## config.mk

```make
export PLATFORM = sky130hd
export DESIGN_NAME = bgtm_monitor
export DESIGN_NICKNAME = d
export VERILOG_FILES = /design/src/inc/bgtm_pkg.sv /design/src/design/bgtm_exceed_chan.sv /design/src/design/bgtm_axil_slave.sv /design/src/design/bgtm_monitor.sv
export VERILOG_INCLUDE_DIRS = /design/src /design/src/inc
export SDC_FILE = /design/constraint.sdc
export NUM_CORES = 1
export LEC_CHECK = 0
export ABC_AREA = 1
export ABC_CLOCK_PERIOD_IN_PS = 5600
export CORE_MARGIN = 2
export CORE_UTILIZATION = 52
export DETAILED_ROUTE_END_ITERATION = 12
export DONT_BUFFER_PORTS = 1
export PLACE_DENSITY = 0.65
export SYNTH_ARGS = -nofsm -noshare
export SYNTH_HDL_FRONTEND = slang
export SYNTH_SLANG_ARGS = --single-unit
```

## constraint.sdc

```tcl
create_clock -name aclk -period 5.6 [get_ports aclk]
set_input_delay 0.84 -clock aclk [delete_from_list [all_inputs] [get_ports aclk]]
set_output_delay 0.84 -clock aclk [all_outputs]
set_load 0.01 [all_outputs]
```

## src/inc/bgtm_map.svh

```systemverilog
/*
 * Register indices, field positions, reset values and count targets
 * for the background light threshold monitor.
 * Assumes inclusion by bare name; definitions only.
 */
`ifndef BGTM_MAP_SVH
`define BGTM_MAP_SVH
// Register indices; byte address is index times four
`define BGTM_IDX_STATUS   8'h04
`define BGTM_IDX_CNT_A    8'h16
`define BGTM_IDX_CNT_B    8'h1C
`define BGTM_IDX_GAIN     8'h44
`define BGTM_IDX_PATH     8'h45
`define BGTM_IDX_INT_STAT 8'h60
`define BGTM_IDX_INT_MASK 8'h61
// Field positions
`define BGTM_SEL_HI       15
`define BGTM_SEL_LO       14
`define BGTM_LIM_HI       13
`define BGTM_GAIN_HI      1
`define BGTM_IND_EN_BIT   6
`define BGTM_INT_BUF_BIT  7
// Reset values
`define BGTM_PATH_RESET   16'hADA5
`define BGTM_FULL_PATH    16'hADA5
// Exceedance targets per count select code
`define BGTM_TGT_1        5'h01
`define BGTM_TGT_4        5'h04
`define BGTM_TGT_16       5'h10
// Gain decode in kilo-ohm
`define BGTM_KOHM_0       8'hC8
`define BGTM_KOHM_1       8'h64
`define BGTM_KOHM_2       8'h32
`define BGTM_KOHM_3       8'h19
// Bus answers
`define BGTM_RESP_OKAY    2'h0
`define BGTM_RESP_SLVERR  2'h2
`endif

```

## src/inc/bgtm_pkg.sv

```systemverilog
/*
 * Shared types of the background light threshold monitor.
 * Assumes nothing of its surroundings.
 */
package bgtm_pkg;
  typedef logic [13:0] bgtm_limit_t;
  typedef logic [1:0]  bgtm_sel_t;
  typedef logic [4:0]  bgtm_count_t;
endpackage

```

## src/design/bgtm_exceed_chan.sv

```systemverilog
/*
 * One channel's exceedance counter and sticky status flag.
 * Assumes hit and clear are single-cycle pulses on aclk.
 */
`timescale 1ns/100ps
`include "bgtm_map.svh"
module bgtm_exceed_chan (
  // Clock and reset
  input  wire logic             aclk,
  input  wire logic             aresetn,
  // Control
  input  wire logic             hit,
  input  wire logic             clear,
  input  wire bgtm_pkg::bgtm_sel_t sel,
  // Status
  output logic                  flag,
  output logic                  set_evt
);
  bgtm_pkg::bgtm_count_t count;
  bgtm_pkg::bgtm_count_t next_count;
  bgtm_pkg::bgtm_count_t base;
  bgtm_pkg::bgtm_count_t tgt;
  logic                  next_flag;

  // Count, target compare and flag; set wins over read clear
  always_comb begin
    base = clear ? '0 : count;
    next_count = base;
    if (hit && base != `BGTM_TGT_16) begin
      next_count = base + 5'h01;
    end
    unique case (sel)
      2'h1:    tgt = `BGTM_TGT_1;
      2'h2:    tgt = `BGTM_TGT_4;
      2'h3:    tgt = `BGTM_TGT_16;
      default: tgt = '0;
    endcase
    set_evt = (sel != 2'h0) && (next_count >= tgt) && (clear || !flag);
    next_flag = (flag && !clear) || set_evt;
  end

  // State registers
  always_ff @(posedge aclk) begin
    if (!aresetn) begin
      count <= '0;
      flag  <= 1'b0;
    end else begin
      count <= next_count;
      flag  <= next_flag;
    end
  end
endmodule

```

## src/design/bgtm_axil_slave.sv

```systemverilog
/*
 * AXI4-Lite slave front end: one write and one read at a time.
 * Assumes the parent answers rd_data and the hit flags combinationally.
 */
`timescale 1ns/100ps
`include "bgtm_map.svh"
module bgtm_axil_slave (
  // Clock and reset
  input  wire logic        aclk,
  input  wire logic        aresetn,
  // Write channels
  input  wire logic [11:0] awaddr,
  input  wire logic        awvalid,
  output logic             awready,
  input  wire logic [31:0] wdata,
  input  wire logic [3:0]  wstrb,
  input  wire logic        wvalid,
  output logic             wready,
  output logic [1:0]       bresp,
  output logic             bvalid,
  input  wire logic        bready,
  // Read channels
  input  wire logic [11:0] araddr,
  input  wire logic        arvalid,
  output logic             arready,
  output logic [31:0]      rdata,
  output logic [1:0]       rresp,
  output logic             rvalid,
  input  wire logic        rready,
  // Register side
  output logic             wr_en,
  output logic [7:0]       wr_idx,
  output logic [31:0]      wr_data,
  output logic [3:0]       wr_strb,
  input  wire logic        wr_hit,
  output logic             rd_en,
  output logic [7:0]       rd_idx,
  input  wire logic [31:0] rd_data,
  input  wire logic        rd_hit
);
  logic aw_got, w_got, next_aw_got, next_w_got;
  logic [7:0]  next_wr_idx;
  logic [31:0] next_wr_data;
  logic [3:0]  next_wr_strb;
  logic next_bvalid, next_rvalid;
  logic [1:0]  next_bresp, next_rresp;
  logic [31:0] next_rdata;

  // Channel handshakes and answers
  always_comb begin
    next_aw_got  = aw_got;
    next_w_got   = w_got;
    next_wr_idx  = wr_idx;
    next_wr_data = wr_data;
    next_wr_strb = wr_strb;
    next_bvalid  = bvalid && !bready;
    next_bresp   = bresp;
    if (awvalid && awready) begin
      next_aw_got = 1'b1;
      next_wr_idx = awaddr[9:2];
    end
    if (wvalid && wready) begin
      next_w_got   = 1'b1;
      next_wr_data = wdata;
      next_wr_strb = wstrb;
    end
    wr_en = aw_got && w_got && !bvalid;
    if (wr_en) begin
      next_aw_got = 1'b0;
      next_w_got  = 1'b0;
      next_bvalid = 1'b1;
      next_bresp  = wr_hit ? `BGTM_RESP_OKAY : `BGTM_RESP_SLVERR;
    end
    rd_en  = arvalid && arready;
    rd_idx = araddr[9:2];
    next_rvalid = rvalid && !rready;
    next_rdata  = rdata;
    next_rresp  = rresp;
    if (rd_en) begin
      next_rvalid = 1'b1;
      next_rdata  = rd_data;
      next_rresp  = rd_hit ? `BGTM_RESP_OKAY : `BGTM_RESP_SLVERR;
    end
  end

  // Channel registers; readies are flops
  always_ff @(posedge aclk) begin
    if (!aresetn) begin
      aw_got  <= 1'b0;
      w_got   <= 1'b0;
      wr_idx  <= '0;
      wr_data <= '0;
      wr_strb <= '0;
      bvalid  <= 1'b0;
      bresp   <= `BGTM_RESP_OKAY;
      rvalid  <= 1'b0;
      rdata   <= '0;
      rresp   <= `BGTM_RESP_OKAY;
      awready <= 1'b0;
      wready  <= 1'b0;
      arready <= 1'b0;
    end else begin
      aw_got  <= next_aw_got;
      w_got   <= next_w_got;
      wr_idx  <= next_wr_idx;
      wr_data <= next_wr_data;
      wr_strb <= next_wr_strb;
      bvalid  <= next_bvalid;
      bresp   <= next_bresp;
      rvalid  <= next_rvalid;
      rdata   <= next_rdata;
      rresp   <= next_rresp;
      awready <= !next_aw_got && !next_bvalid;
      wready  <= !next_w_got && !next_bvalid;
      arready <= !next_rvalid;
    end
  end
endmodule

```

## src/design/bgtm_monitor.sv

```systemverilog
/*
 * Background light threshold monitor: per-slot, per-channel exceedance
 * counting in float-mode subtract cycles, read-clear status, slot B
 * amplifier gain and analog path word, interrupt status and mask.
 * Assumes converter results arrive as one-cycle strobes on aclk.
 */
// Overview of operation
// - Slot B gain code 0..3 decodes to 200, 100, 50, 25 kilo-ohm.
// - Per-channel enable gives the code to channel 1; else all four.
// - Slot B analog path word resets to the full path value.
// - Results are compared only in float-mode subtract cycles.
// - A result strictly above the limit bumps that channel's count.
// - Slot A select: never, after one, four or sixteen exceedances.
// - Slot B select uses the same encoding in bits 15 to 14.
// - Slot A channels 1 to 4 report in status bits 0 to 3.
// - Slot B channels 1 to 4 report in status bits 4 to 7.
// - Reading the status returns the flags and then clears them.
// - Slot B has its own 14-bit limit and its own count.
`timescale 1ns/100ps
`include "bgtm_map.svh"
module bgtm_monitor #(
  parameter int CHANNELS = 4
) (
  // Clock and reset
  input  wire logic        aclk,
  input  wire logic        aresetn,
  // AXI4-Lite write channels
  input  wire logic [11:0] s_axi_awaddr,
  input  wire logic        s_axi_awvalid,
  output logic             s_axi_awready,
  input  wire logic [31:0] s_axi_wdata,
  input  wire logic [3:0]  s_axi_wstrb,
  input  wire logic        s_axi_wvalid,
  output logic             s_axi_wready,
  output logic [1:0]       s_axi_bresp,
  output logic             s_axi_bvalid,
  input  wire logic        s_axi_bready,
  // AXI4-Lite read channels
  input  wire logic [11:0] s_axi_araddr,
  input  wire logic        s_axi_arvalid,
  output logic             s_axi_arready,
  output logic [31:0]      s_axi_rdata,
  output logic [1:0]       s_axi_rresp,
  output logic             s_axi_rvalid,
  input  wire logic        s_axi_rready,
  // Converter result strobe
  input  wire logic        smp_valid,
  input  wire logic        smp_float_mode,
  input  wire logic        smp_subtract,
  input  wire logic        smp_slot_b,
  input  wire logic [1:0]  smp_channel,
  input  wire logic [13:0] smp_result,
  // Front-end configuration
  output logic [7:0]       slot_b_amp_gain_kohm,
  output logic [3:0]       slot_b_gain_channels,
  output logic             slot_b_integrator_buffer,
  output logic [15:0]      slot_b_analog_path_word,
  output logic             full_analog_path,
  // Interrupt
  output logic             irq
);
  localparam int FLAGS = 2 * CHANNELS;

  // *************************************************************
  // Register bus
  // *************************************************************
  logic        wr_en, rd_en, wr_hit, rd_hit;
  logic [7:0]  wr_idx, rd_idx;
  logic [31:0] wr_data, rd_data;
  logic [3:0]  wr_strb;

  bgtm_axil_slave u_bus (
    .aclk    (aclk),
    .aresetn (aresetn),
    .awaddr  (s_axi_awaddr),
    .awvalid (s_axi_awvalid),
    .awready (s_axi_awready),
    .wdata   (s_axi_wdata),
    .wstrb   (s_axi_wstrb),
    .wvalid  (s_axi_wvalid),
    .wready  (s_axi_wready),
    .bresp   (s_axi_bresp),
    .bvalid  (s_axi_bvalid),
    .bready  (s_axi_bready),
    .araddr  (s_axi_araddr),
    .arvalid (s_axi_arvalid),
    .arready (s_axi_arready),
    .rdata   (s_axi_rdata),
    .rresp   (s_axi_rresp),
    .rvalid  (s_axi_rvalid),
    .rready  (s_axi_rready),
    .wr_en   (wr_en),
    .wr_idx  (wr_idx),
    .wr_data (wr_data),
    .wr_strb (wr_strb),
    .wr_hit  (wr_hit),
    .rd_en   (rd_en),
    .rd_idx  (rd_idx),
    .rd_data (rd_data),
    .rd_hit  (rd_hit)
  );

  // Byte-lane merge of a 16-bit register
  function automatic logic [15:0] merge16(input logic [15:0] old,
                                          input logic [31:0] d,
                                          input logic [3:0]  s);
    merge16 = old;
    if (s[0]) merge16[7:0]  = d[7:0];
    if (s[1]) merge16[15:8] = d[15:8];
  endfunction

  // *************************************************************
  // Configuration registers
  // *************************************************************
  logic [15:0] cnt_a, cnt_b, path, next_cnt_a, next_cnt_b, next_path;
  logic [7:0]  gain_cfg, next_gain_cfg;
  logic [FLAGS-1:0] int_stat, int_mask, next_int_stat, next_int_mask;
  logic [FLAGS-1:0] flags, set_evt;
  logic [FLAGS-1:0] hit;
  logic             status_clear;

  // Address decode for writes and reads
  always_comb begin
    wr_hit = (wr_idx == `BGTM_IDX_STATUS) || (wr_idx == `BGTM_IDX_CNT_A) ||
             (wr_idx == `BGTM_IDX_CNT_B)  || (wr_idx == `BGTM_IDX_GAIN)  ||
             (wr_idx == `BGTM_IDX_PATH)   ||
             (wr_idx == `BGTM_IDX_INT_STAT) ||
             (wr_idx == `BGTM_IDX_INT_MASK);
    rd_hit  = 1'b1;
    rd_data = '0;
    unique case (rd_idx)
      `BGTM_IDX_STATUS:   rd_data[FLAGS-1:0] = flags;
      `BGTM_IDX_CNT_A:    rd_data[15:0] = cnt_a;
      `BGTM_IDX_CNT_B:    rd_data[15:0] = cnt_b;
      `BGTM_IDX_GAIN:     rd_data[7:0]  = gain_cfg;
      `BGTM_IDX_PATH:     rd_data[15:0] = path;
      `BGTM_IDX_INT_STAT: rd_data[FLAGS-1:0] = int_stat;
      `BGTM_IDX_INT_MASK: rd_data[FLAGS-1:0] = int_mask;
      default:            rd_hit = 1'b0;
    endcase
    status_clear = rd_en && (rd_idx == `BGTM_IDX_STATUS);
  end

  // Register writes; event set wins over write-one clear
  always_comb begin
    next_cnt_a    = cnt_a;
    next_cnt_b    = cnt_b;
    next_path     = path;
    next_gain_cfg = gain_cfg;
    next_int_mask = int_mask;
    next_int_stat = int_stat;
    if (wr_en) begin
      unique case (wr_idx)
        `BGTM_IDX_CNT_A: next_cnt_a = merge16(cnt_a, wr_data, wr_strb);
        `BGTM_IDX_CNT_B: next_cnt_b = merge16(cnt_b, wr_data, wr_strb);
        `BGTM_IDX_PATH:  next_path  = merge16(path, wr_data, wr_strb);
        `BGTM_IDX_GAIN: begin
          if (wr_strb[0]) next_gain_cfg = wr_data[7:0];
        end
        `BGTM_IDX_INT_MASK: begin
          if (wr_strb[0]) next_int_mask = wr_data[FLAGS-1:0];
        end
        `BGTM_IDX_INT_STAT: begin
          if (wr_strb[0]) next_int_stat = int_stat & ~wr_data[FLAGS-1:0];
        end
        default: next_path = path;
      endcase
    end
    next_int_stat = next_int_stat | set_evt;
  end

  // Configuration state
  always_ff @(posedge aclk) begin
    if (!aresetn) begin
      cnt_a    <= '0;
      cnt_b    <= '0;
      path     <= `BGTM_PATH_RESET;
      gain_cfg <= '0;
      int_stat <= '0;
      int_mask <= '0;
    end else begin
      cnt_a    <= next_cnt_a;
      cnt_b    <= next_cnt_b;
      path     <= next_path;
      gain_cfg <= next_gain_cfg;
      int_stat <= next_int_stat;
      int_mask <= next_int_mask;
    end
  end

  // *************************************************************
  // Exceedance detection
  // *************************************************************
  // Channels of slot A land in the low nibble, slot B in the high
  genvar g;
  generate
    for (g = 0; g < FLAGS; g++) begin : g_chan
      localparam logic IS_B = (g >= CHANNELS);
      logic [15:0] cfg;
      assign cfg = IS_B ? cnt_b : cnt_a;
      assign hit[g] = smp_valid && smp_float_mode && smp_subtract &&
                      (smp_slot_b == IS_B) &&
                      (smp_channel == 2'(g % CHANNELS)) &&
                      (smp_result > cfg[`BGTM_LIM_HI:0]);
      bgtm_exceed_chan u_chan (
        .aclk    (aclk),
        .aresetn (aresetn),
        .hit     (hit[g]),
        .clear   (status_clear),
        .sel     (cfg[`BGTM_SEL_HI:`BGTM_SEL_LO]),
        .flag    (flags[g]),
        .set_evt (set_evt[g])
      );
    end
  endgenerate

  // *************************************************************
  // Outputs
  // *************************************************************
  logic [7:0] next_kohm;
  logic [3:0] next_chans;

  // Gain decode and channel fan-out
  always_comb begin
    unique case (gain_cfg[`BGTM_GAIN_HI:0])
      2'h0: next_kohm = `BGTM_KOHM_0;
      2'h1: next_kohm = `BGTM_KOHM_1;
      2'h2: next_kohm = `BGTM_KOHM_2;
      2'h3: next_kohm = `BGTM_KOHM_3;
    endcase
    next_chans = gain_cfg[`BGTM_IND_EN_BIT] ? 4'h1 : 4'hF;
  end

  // Output flops
  always_ff @(posedge aclk) begin
    if (!aresetn) begin
      slot_b_amp_gain_kohm     <= `BGTM_KOHM_0;
      slot_b_gain_channels     <= 4'hF;
      slot_b_integrator_buffer <= 1'b0;
      slot_b_analog_path_word  <= `BGTM_PATH_RESET;
      full_analog_path         <= 1'b1;
      irq                      <= 1'b0;
    end else begin
      slot_b_amp_gain_kohm     <= next_kohm;
      slot_b_gain_channels     <= next_chans;
      slot_b_integrator_buffer <= gain_cfg[`BGTM_INT_BUF_BIT];
      slot_b_analog_path_word  <= path;
      full_analog_path         <= (path == `BGTM_FULL_PATH);
      irq                      <= |(int_stat & int_mask);
    end
  end

  // *************************************************************
  // Checks
  // *************************************************************
  a_gain_decode: assert property (@(posedge aclk) disable iff (!aresetn)
    $past(gain_cfg[1:0]) == 2'h3 && $past(aresetn)
      |-> slot_b_amp_gain_kohm == 8'h19)
    else $error("gain code 3 not 25 kohm");
  a_gain_fanout: assert property (@(posedge aclk) disable iff (!aresetn)
    $past(gain_cfg[6]) && $past(aresetn) |-> slot_b_gain_channels == 4'h1)
    else $error("individual gain not channel 1 only");
  a_path_reset: assert property (@(posedge aclk)
    !aresetn |=> path == 16'hADA5)
    else $error("path word reset value wrong");
  a_no_hit_idle: assert property (@(posedge aclk) disable iff (!aresetn)
    !(smp_float_mode && smp_subtract) |-> hit == '0)
    else $error("hit outside subtract cycle");
  a_flag_once: assert property (@(posedge aclk) disable iff (!aresetn)
    cnt_a[15:14] == 2'h1 && hit[0] && !status_clear && !flags[0]
      |=> flags[0])
    else $error("select one did not set flag");
  a_never_set: assert property (@(posedge aclk) disable iff (!aresetn)
    cnt_b[15:14] == 2'h0 |-> !set_evt[CHANNELS])
    else $error("select zero set slot B flag");
  a_read_clear: assert property (@(posedge aclk) disable iff (!aresetn)
    status_clear && set_evt == '0 |=> flags == '0)
    else $error("status not cleared by read");
  a_irq_level: assert property (@(posedge aclk) disable iff (!aresetn)
    |(set_evt & int_mask) && !wr_en |=> ##1 irq)
    else $error("masked-in event did not raise interrupt");
endmodule

```

Word-level counts from Yosys, hierarchy flattened
Index checks and enable logic that the tools add are counted.
{"block": "op_classes", "add_sub_neg": 8, "order_cmp": 10, "n_eq_ne": 35, "n_mux": 34, "n_bitwise": 5, "n_reduce_logical": 114}
{"op": "5-bit two-way mux", "n": 16}
{"op": "8-bit by 7-bit == test with 1-bit output, second input constant", "n": 8}
{"op": "1-bit logical AND", "n": 62}
{"op": "8-bit case mux with 7 select lines", "n": 1}
{"op": "5-bit by 1-bit adder with 5-bit output, second input constant", "n": 8}
{"op": "5-bit greater-or-equal comparator", "n": 8}
{"op": "5-bit inequality test, second input constant", "n": 8}
{"op": "8-bit by 5-bit == test with 1-bit output, second input constant", "n": 4}
{"op": "8-bit case mux with 4 select lines", "n": 1}
{"op": "5-bit case mux with 3 select lines", "n": 2}
{"op": "14-bit greater-than comparator", "n": 2}
{"op": "8-bit two-way mux", "n": 3}
{"op": "8-bit case mux with 3 select lines", "n": 1}
{"op": "3-bit AND reduction", "n": 8}
{"op": "1-bit logical OR", "n": 22}
{"op": "8-bit AND", "n": 2}
{"op": "16-bit == test, second input constant", "n": 1}
{"op": "2-bit == test, second input constant", "n": 8}
{"op": "8-bit by 3-bit == test with 1-bit output, second input constant", "n": 2}
{"op": "1-bit logical NOT", "n": 16}
{"op": "2-bit by 1-bit == test with 1-bit output, second input constant", "n": 4}
{"op": "8-bit inverter", "n": 1}
{"op": "8-bit OR", "n": 1}
{"op": "8-bit OR reduction", "n": 1}
{"op": "7 further kinds", "n": 16}
{"block": "totals", "regBits": 204, "word_cells": 250}

Depth between registers and ports, before layout
{"block": "logic_depth", "word_depth": 11, "mapped_depth": 25, "depth_no_buf": 24}

Hierarchy
Synthesis repeated with hierarchy kept, for this count alone.
{"block": "unflattened", "hier_cells": 1716, "area_unflattened_um2": 12092.8}
{"mod": "bgtm_monitor", "n_inst": 1, "cells_each": 796, "area_per_inst_um2": 5466.5, "seq_area_each_um2": 2001.9}
{"mod": "bgtm_exceed_chan", "n_inst": 8, "cells_each": 67, "area_per_inst_um2": 445.4, "seq_area_each_um2": 120.1}
{"mod": "bgtm_axil_slave", "n_inst": 1, "cells_each": 384, "area_per_inst_um2": 3062.9, "seq_area_each_um2": 1701.6}

Worst setup path before layout
No wires, ideal clock.
{"block": "synth_path", "path_kind": "input to register", "start": "input s_axi_arvalid", "end": "register g_chan[1].u_chan.flag", "setup_time_ns": 0.134, "arrival_ns": 3.167, "setup_slack_ns": 2.299, "cell_stages": 22, "path_buffers": 2, "path_cell_list": "nand2_2 inv_1 nand3_4 inv_2 buf_4 buf_6 nor2_1 inv_1 ha_1 nand4_4 nand2_2 nor2_8 xor2_1 ha_1 nor2_1 nand3_2 nand2_1 nand2_1 nand2_1 nand2_2 nand2_1 a21oi_1"}
{"block": "synth_via", "elab_chain_cells": 10}
{"item": "start: declaration", "line": "bgtm_monitor.sv:40", "source": "input wire logic s_axi_arvalid,"}
{"item": "1-bit logical AND *", "line": "bgtm_axil_slave.sv:74", "source": "rd_en = arvalid && arready;"}
{"item": "1-bit logical AND *", "line": "bgtm_monitor.sv:141", "source": "status_clear = rd_en && (rd_idx == `BGTM_IDX_STATUS);"}
{"item": "branches (longest 7 deep; another with 5-bit by 1-bit adder with 5-bit output)"}
{"item": "1-bit logical OR *", "line": "bgtm_exceed_chan.sv:39", "source": "next_flag = (flag && !clear) || set_evt;"}
{"item": "end signal: assignment", "line": "bgtm_exceed_chan.sv:49", "source": "flag <= next_flag;"}
{"item": "end: declaration", "line": "bgtm_exceed_chan.sv:16", "source": "output logic flag,"}
Mark *: on every way between the ends.
A chain may end at the register's enable or synchronous reset.

Worst setup path in the final report
{"block": "layout_path", "start": "register u_bus.arready", "end": "register int_stat[6]"}
{"block": "layout_via", "elab_chain_cells": 10}
{"item": "start: declaration", "line": "bgtm_axil_slave.sv:25", "source": "output logic arready,"}
{"item": "start signal: assignment", "line": "bgtm_axil_slave.sv:115", "source": "arready <= !next_rvalid;"}
{"item": "1-bit logical AND *", "line": "bgtm_axil_slave.sv:74"}
{"item": "1-bit logical AND *", "line": "bgtm_monitor.sv:141"}
{"item": "branches (longest 6 deep; another with 5-bit by 1-bit adder with 5-bit output)"}
{"item": "1-bit logical AND *", "line": "bgtm_exceed_chan.sv:38", "source": "set_evt = (sel != 2'h0) && (next_count >= tgt) && (clear || !flag);"}
{"item": "8-bit OR *", "line": "bgtm_monitor.sv:169", "source": "next_int_stat = next_int_stat | set_evt;"}
{"item": "end signal: assignment", "line": "bgtm_monitor.sv:186", "source": "int_stat <= next_int_stat;"}
{"item": "end: declaration", "line": "bgtm_monitor.sv:117", "source": "logic [FLAGS-1:0] int_stat, int_mask, next_int_stat, next_int_mask;"}
Marks and branches as above.

==> flow_summary.ini <==
[global_route]
grt_pass1_vias = 8087
track_usage_pct = 24.1
grtUsageMet3_pct = 4.69
grt_pass1_wl_mm = 41.5
antenna_found_initial = 0
grt_start_max_net_pins = 83
overflow = 0
met1_usage_pct = 33.1
top_usage_layer = met2
use_met2_pct = 39.4

[detailed_routing]
drt-pass1-iter-count = 5
drtAntennaViolNets = 0
finalWirelength_mm = 25.6
routed_via_density = 5.21
wl_per_cell_um = 15.1
routed-via-count = 8803
drt_iter0_drc = 489
drc = 0

[clocking]
cts.sinks = 199
clock_path_buffers = 2
insertion_delay_ns = 0.44
htreeDepth = 4
postCtsSetupBuffers = 0
clk_pin_slew_ns = 0.09
cts-root-buf = clkbuf_16
hold_buffers = 0
cts_resized = 0
cts_buffers = 17
cts_tree = built

[power]
power_mw = 2.85
powerDensity_nw_per_um2 = 257
peakVddDrop_v = 0.000243
leakagePower_nw = 4.45

[final_layout]
antennaDiodeCount = 0
fin_nets = 1571
multi_input_area_um2 = 5210
drive_gt1_share_pct = 6.25
fill_cells = 1910
area_delta_synth_final_pct = 6.92
seqCellArea_um2 = 3980
fin_util_pct = 56.9

[synthesis]
yosys.cell_count.top_type = nand2_1
ys_warn_count = 0
ys_async_sr_fraction_pct = 0
synth.top_cell.area_share_pct = 38.4
syn_avg_cell_area_um2 = 7.25
synth_commonest_cells = 306 x nand2_1, 237 x inv_1, 199 x dfxtp_1, 147 x nor2_1, 119 x a21oi_1
synth_area_leader_cell = dfxtp_1
netlist_instances = 1433
synth_seq_cells = 199
ys_seq_area_share_pct = 38.4
synthTopCellsByArea = dfxtp_1 38%, nand2_1 11%, ha_1 8.7%, inv_1 8.6%, a21oi_1 5.7%
synth_ff_type = dfxtp_1
synth_cell_types = 44
synth-edff-count = 0
syn_area_um2 = 10400

[place]
portBuffers = 0
dp_hpwl_mm = 18.8
place.gp.congestion = 0.856

[timing]
skew_ns = 0.0132
setup_viol = 0
rsz0062_at_grt = false
tightest_slew_ns = 1.00
fin_crit_ns = 3.48
tns_ns = 0
hold_violations = 0
fmax_mhz = 287
relSlewSlack_pct = 32.9
hold_ws_ns = 0.434
fin_crit_sh_pct = 62.2
maxSlewViolCount = 0

[status]
status = complete, no violations

[critical_path]
critPathLaunchType = register
required_ns = 5.90
path_class = register to register
end_kind = register
critPathMaxFanout = 27
arrival_ns = 3.78

[die]
dieArea_um2 = 21100
num_io_pins = 159
die_x_um = 145
row_count = 51
start_util_pct = 53.2
core_um2 = 19500
die_h_um = 145

[job]
drv_cap = 0

[worst_hold_path]
holdCritPathClass = register to register
==> kinds of logic after synthesis <==
group	share of synthesized area [%]
and+or+nand+nor	25.4
buffers and inverters	12.1
AOI/OAI and AO/OA	13.3
DFF	38.4
adders and majority gates	8.68
xor gates and xnor gates	2.10
other	0.0723
==> area by class of cell <==
| cell class | instances | area share [%] |
|---|---|---|
| Tap cell | 265 | 2.99 |
| Multi-Input combinational cell | 944 | 46.9 |
| Clock inverter | 15 | 1.75 |
| Timing Repair Buffer | 5 | 0.338 |
| Inverter | 245 | 8.29 |
| Clock buffer | 17 | 3.83 |
| Sequential cell | 199 | 35.9 |
==> layer usage <==
layer,part of all wire [%],up-vias,routed length (um)
li1,-,4518,-
met1,47,4046,12000
met2,46,216,11900
met3,5.7,23,1460
met4,1.2,0,301
met5,0,-,0
==> critical path, stage by stage (launching register included) <==
cell     delay, ns
dfxtp_1       0.40
nand2_2       0.28
inv_1         0.21
nand3_4       0.10
inv_2         0.42
nor2_1        0.15
inv_1         0.12
ha_1          0.15
nand2_1       0.05
nor2_1        0.08
nand3_1       0.08
nand2_1       0.13
nor2_4        0.07
xor2_1        0.16
ha_1          0.30
nor2_1        0.10
nand3_1       0.09
nand2_1       0.06
nand2_1       0.06
nand2_1       0.06
nand2_1       0.09
nand3_1       0.11
a21oi_1       0.07
==> through the flow <==
step / area [um2] / setup WS, ns / cells
global placement: 10500 / 1.71 / 1658
floorplan: 10400 / 2.30 / 1450
finish: 11100 / 2.12 / 1690
global route: 11100 / 1.71 / 1690
detailed placement: 10500 / 1.70 / 1658
CTS: 11100 / 2.09 / 1690
==> final timing paths <==
check | from | to | cells past startpoint | slack [ns]
worst max-delay path | u_bus.arready | int_stat[6] | 22 | 2.12
worst min register to register | path[12] | slot_b_analog_path_word[12] | 2 | 0.43
worst min-delay path | path[12] | slot_b_analog_path_word[12] | 2 | 0.43
worst max register to register | u_bus.arready | int_stat[6] | 22 | 2.12
==> state kept, by name, indices dropped and copies added, names as in the netlist, 2 cells and up <==
register,flops
cnt_a,16
int_stat,8
u_bus.wr_idx,8
slot_b_amp_gain_kohm,8
u_bus.wr_strb,2
gain_cfg,8
cnt_b,16
g_chan.u_chan.flag,8
u_bus.wr_data,16
g_chan.u_chan.count,40
int_mask,8
slot_b_analog_path_word,16
u_bus.rdata,16
path,16
==> placed cells by master, fill, tap and decap left out, drive strengths merged <==
master / instances
a211oi: 8
a21oi: 122
a221oi: 10
a22o: 3
and3: 1
buf: 5
clkbuf: 17
clkinv: 11
clkinvlp: 1
conb: 19
dfxtp: 199
ha: 72
inv: 248
nand2: 322
nand3: 46
nand4: 32
nor2: 161
nor3: 15
nor4: 9
o211ai: 5
o21ai: 57
o21bai: 2
o221ai: 12
o22ai: 16
o32ai: 3
o41ai: 2
or2: 3
xnor2: 1
xor2: 23
==> where the power goes <==
group | leakage (nW) | switching (mW) | total (mW) | internal, mW
Sequential | 1.61 | 0.0145 | 1.45 | 1.43
Clock | 0.297 | 0.661 | 1.28 | 0.615
Combinational | 2.54 | 0.0949 | 0.131 | 0.0362
Note: power is estimated with default switching activity, not from simulation.
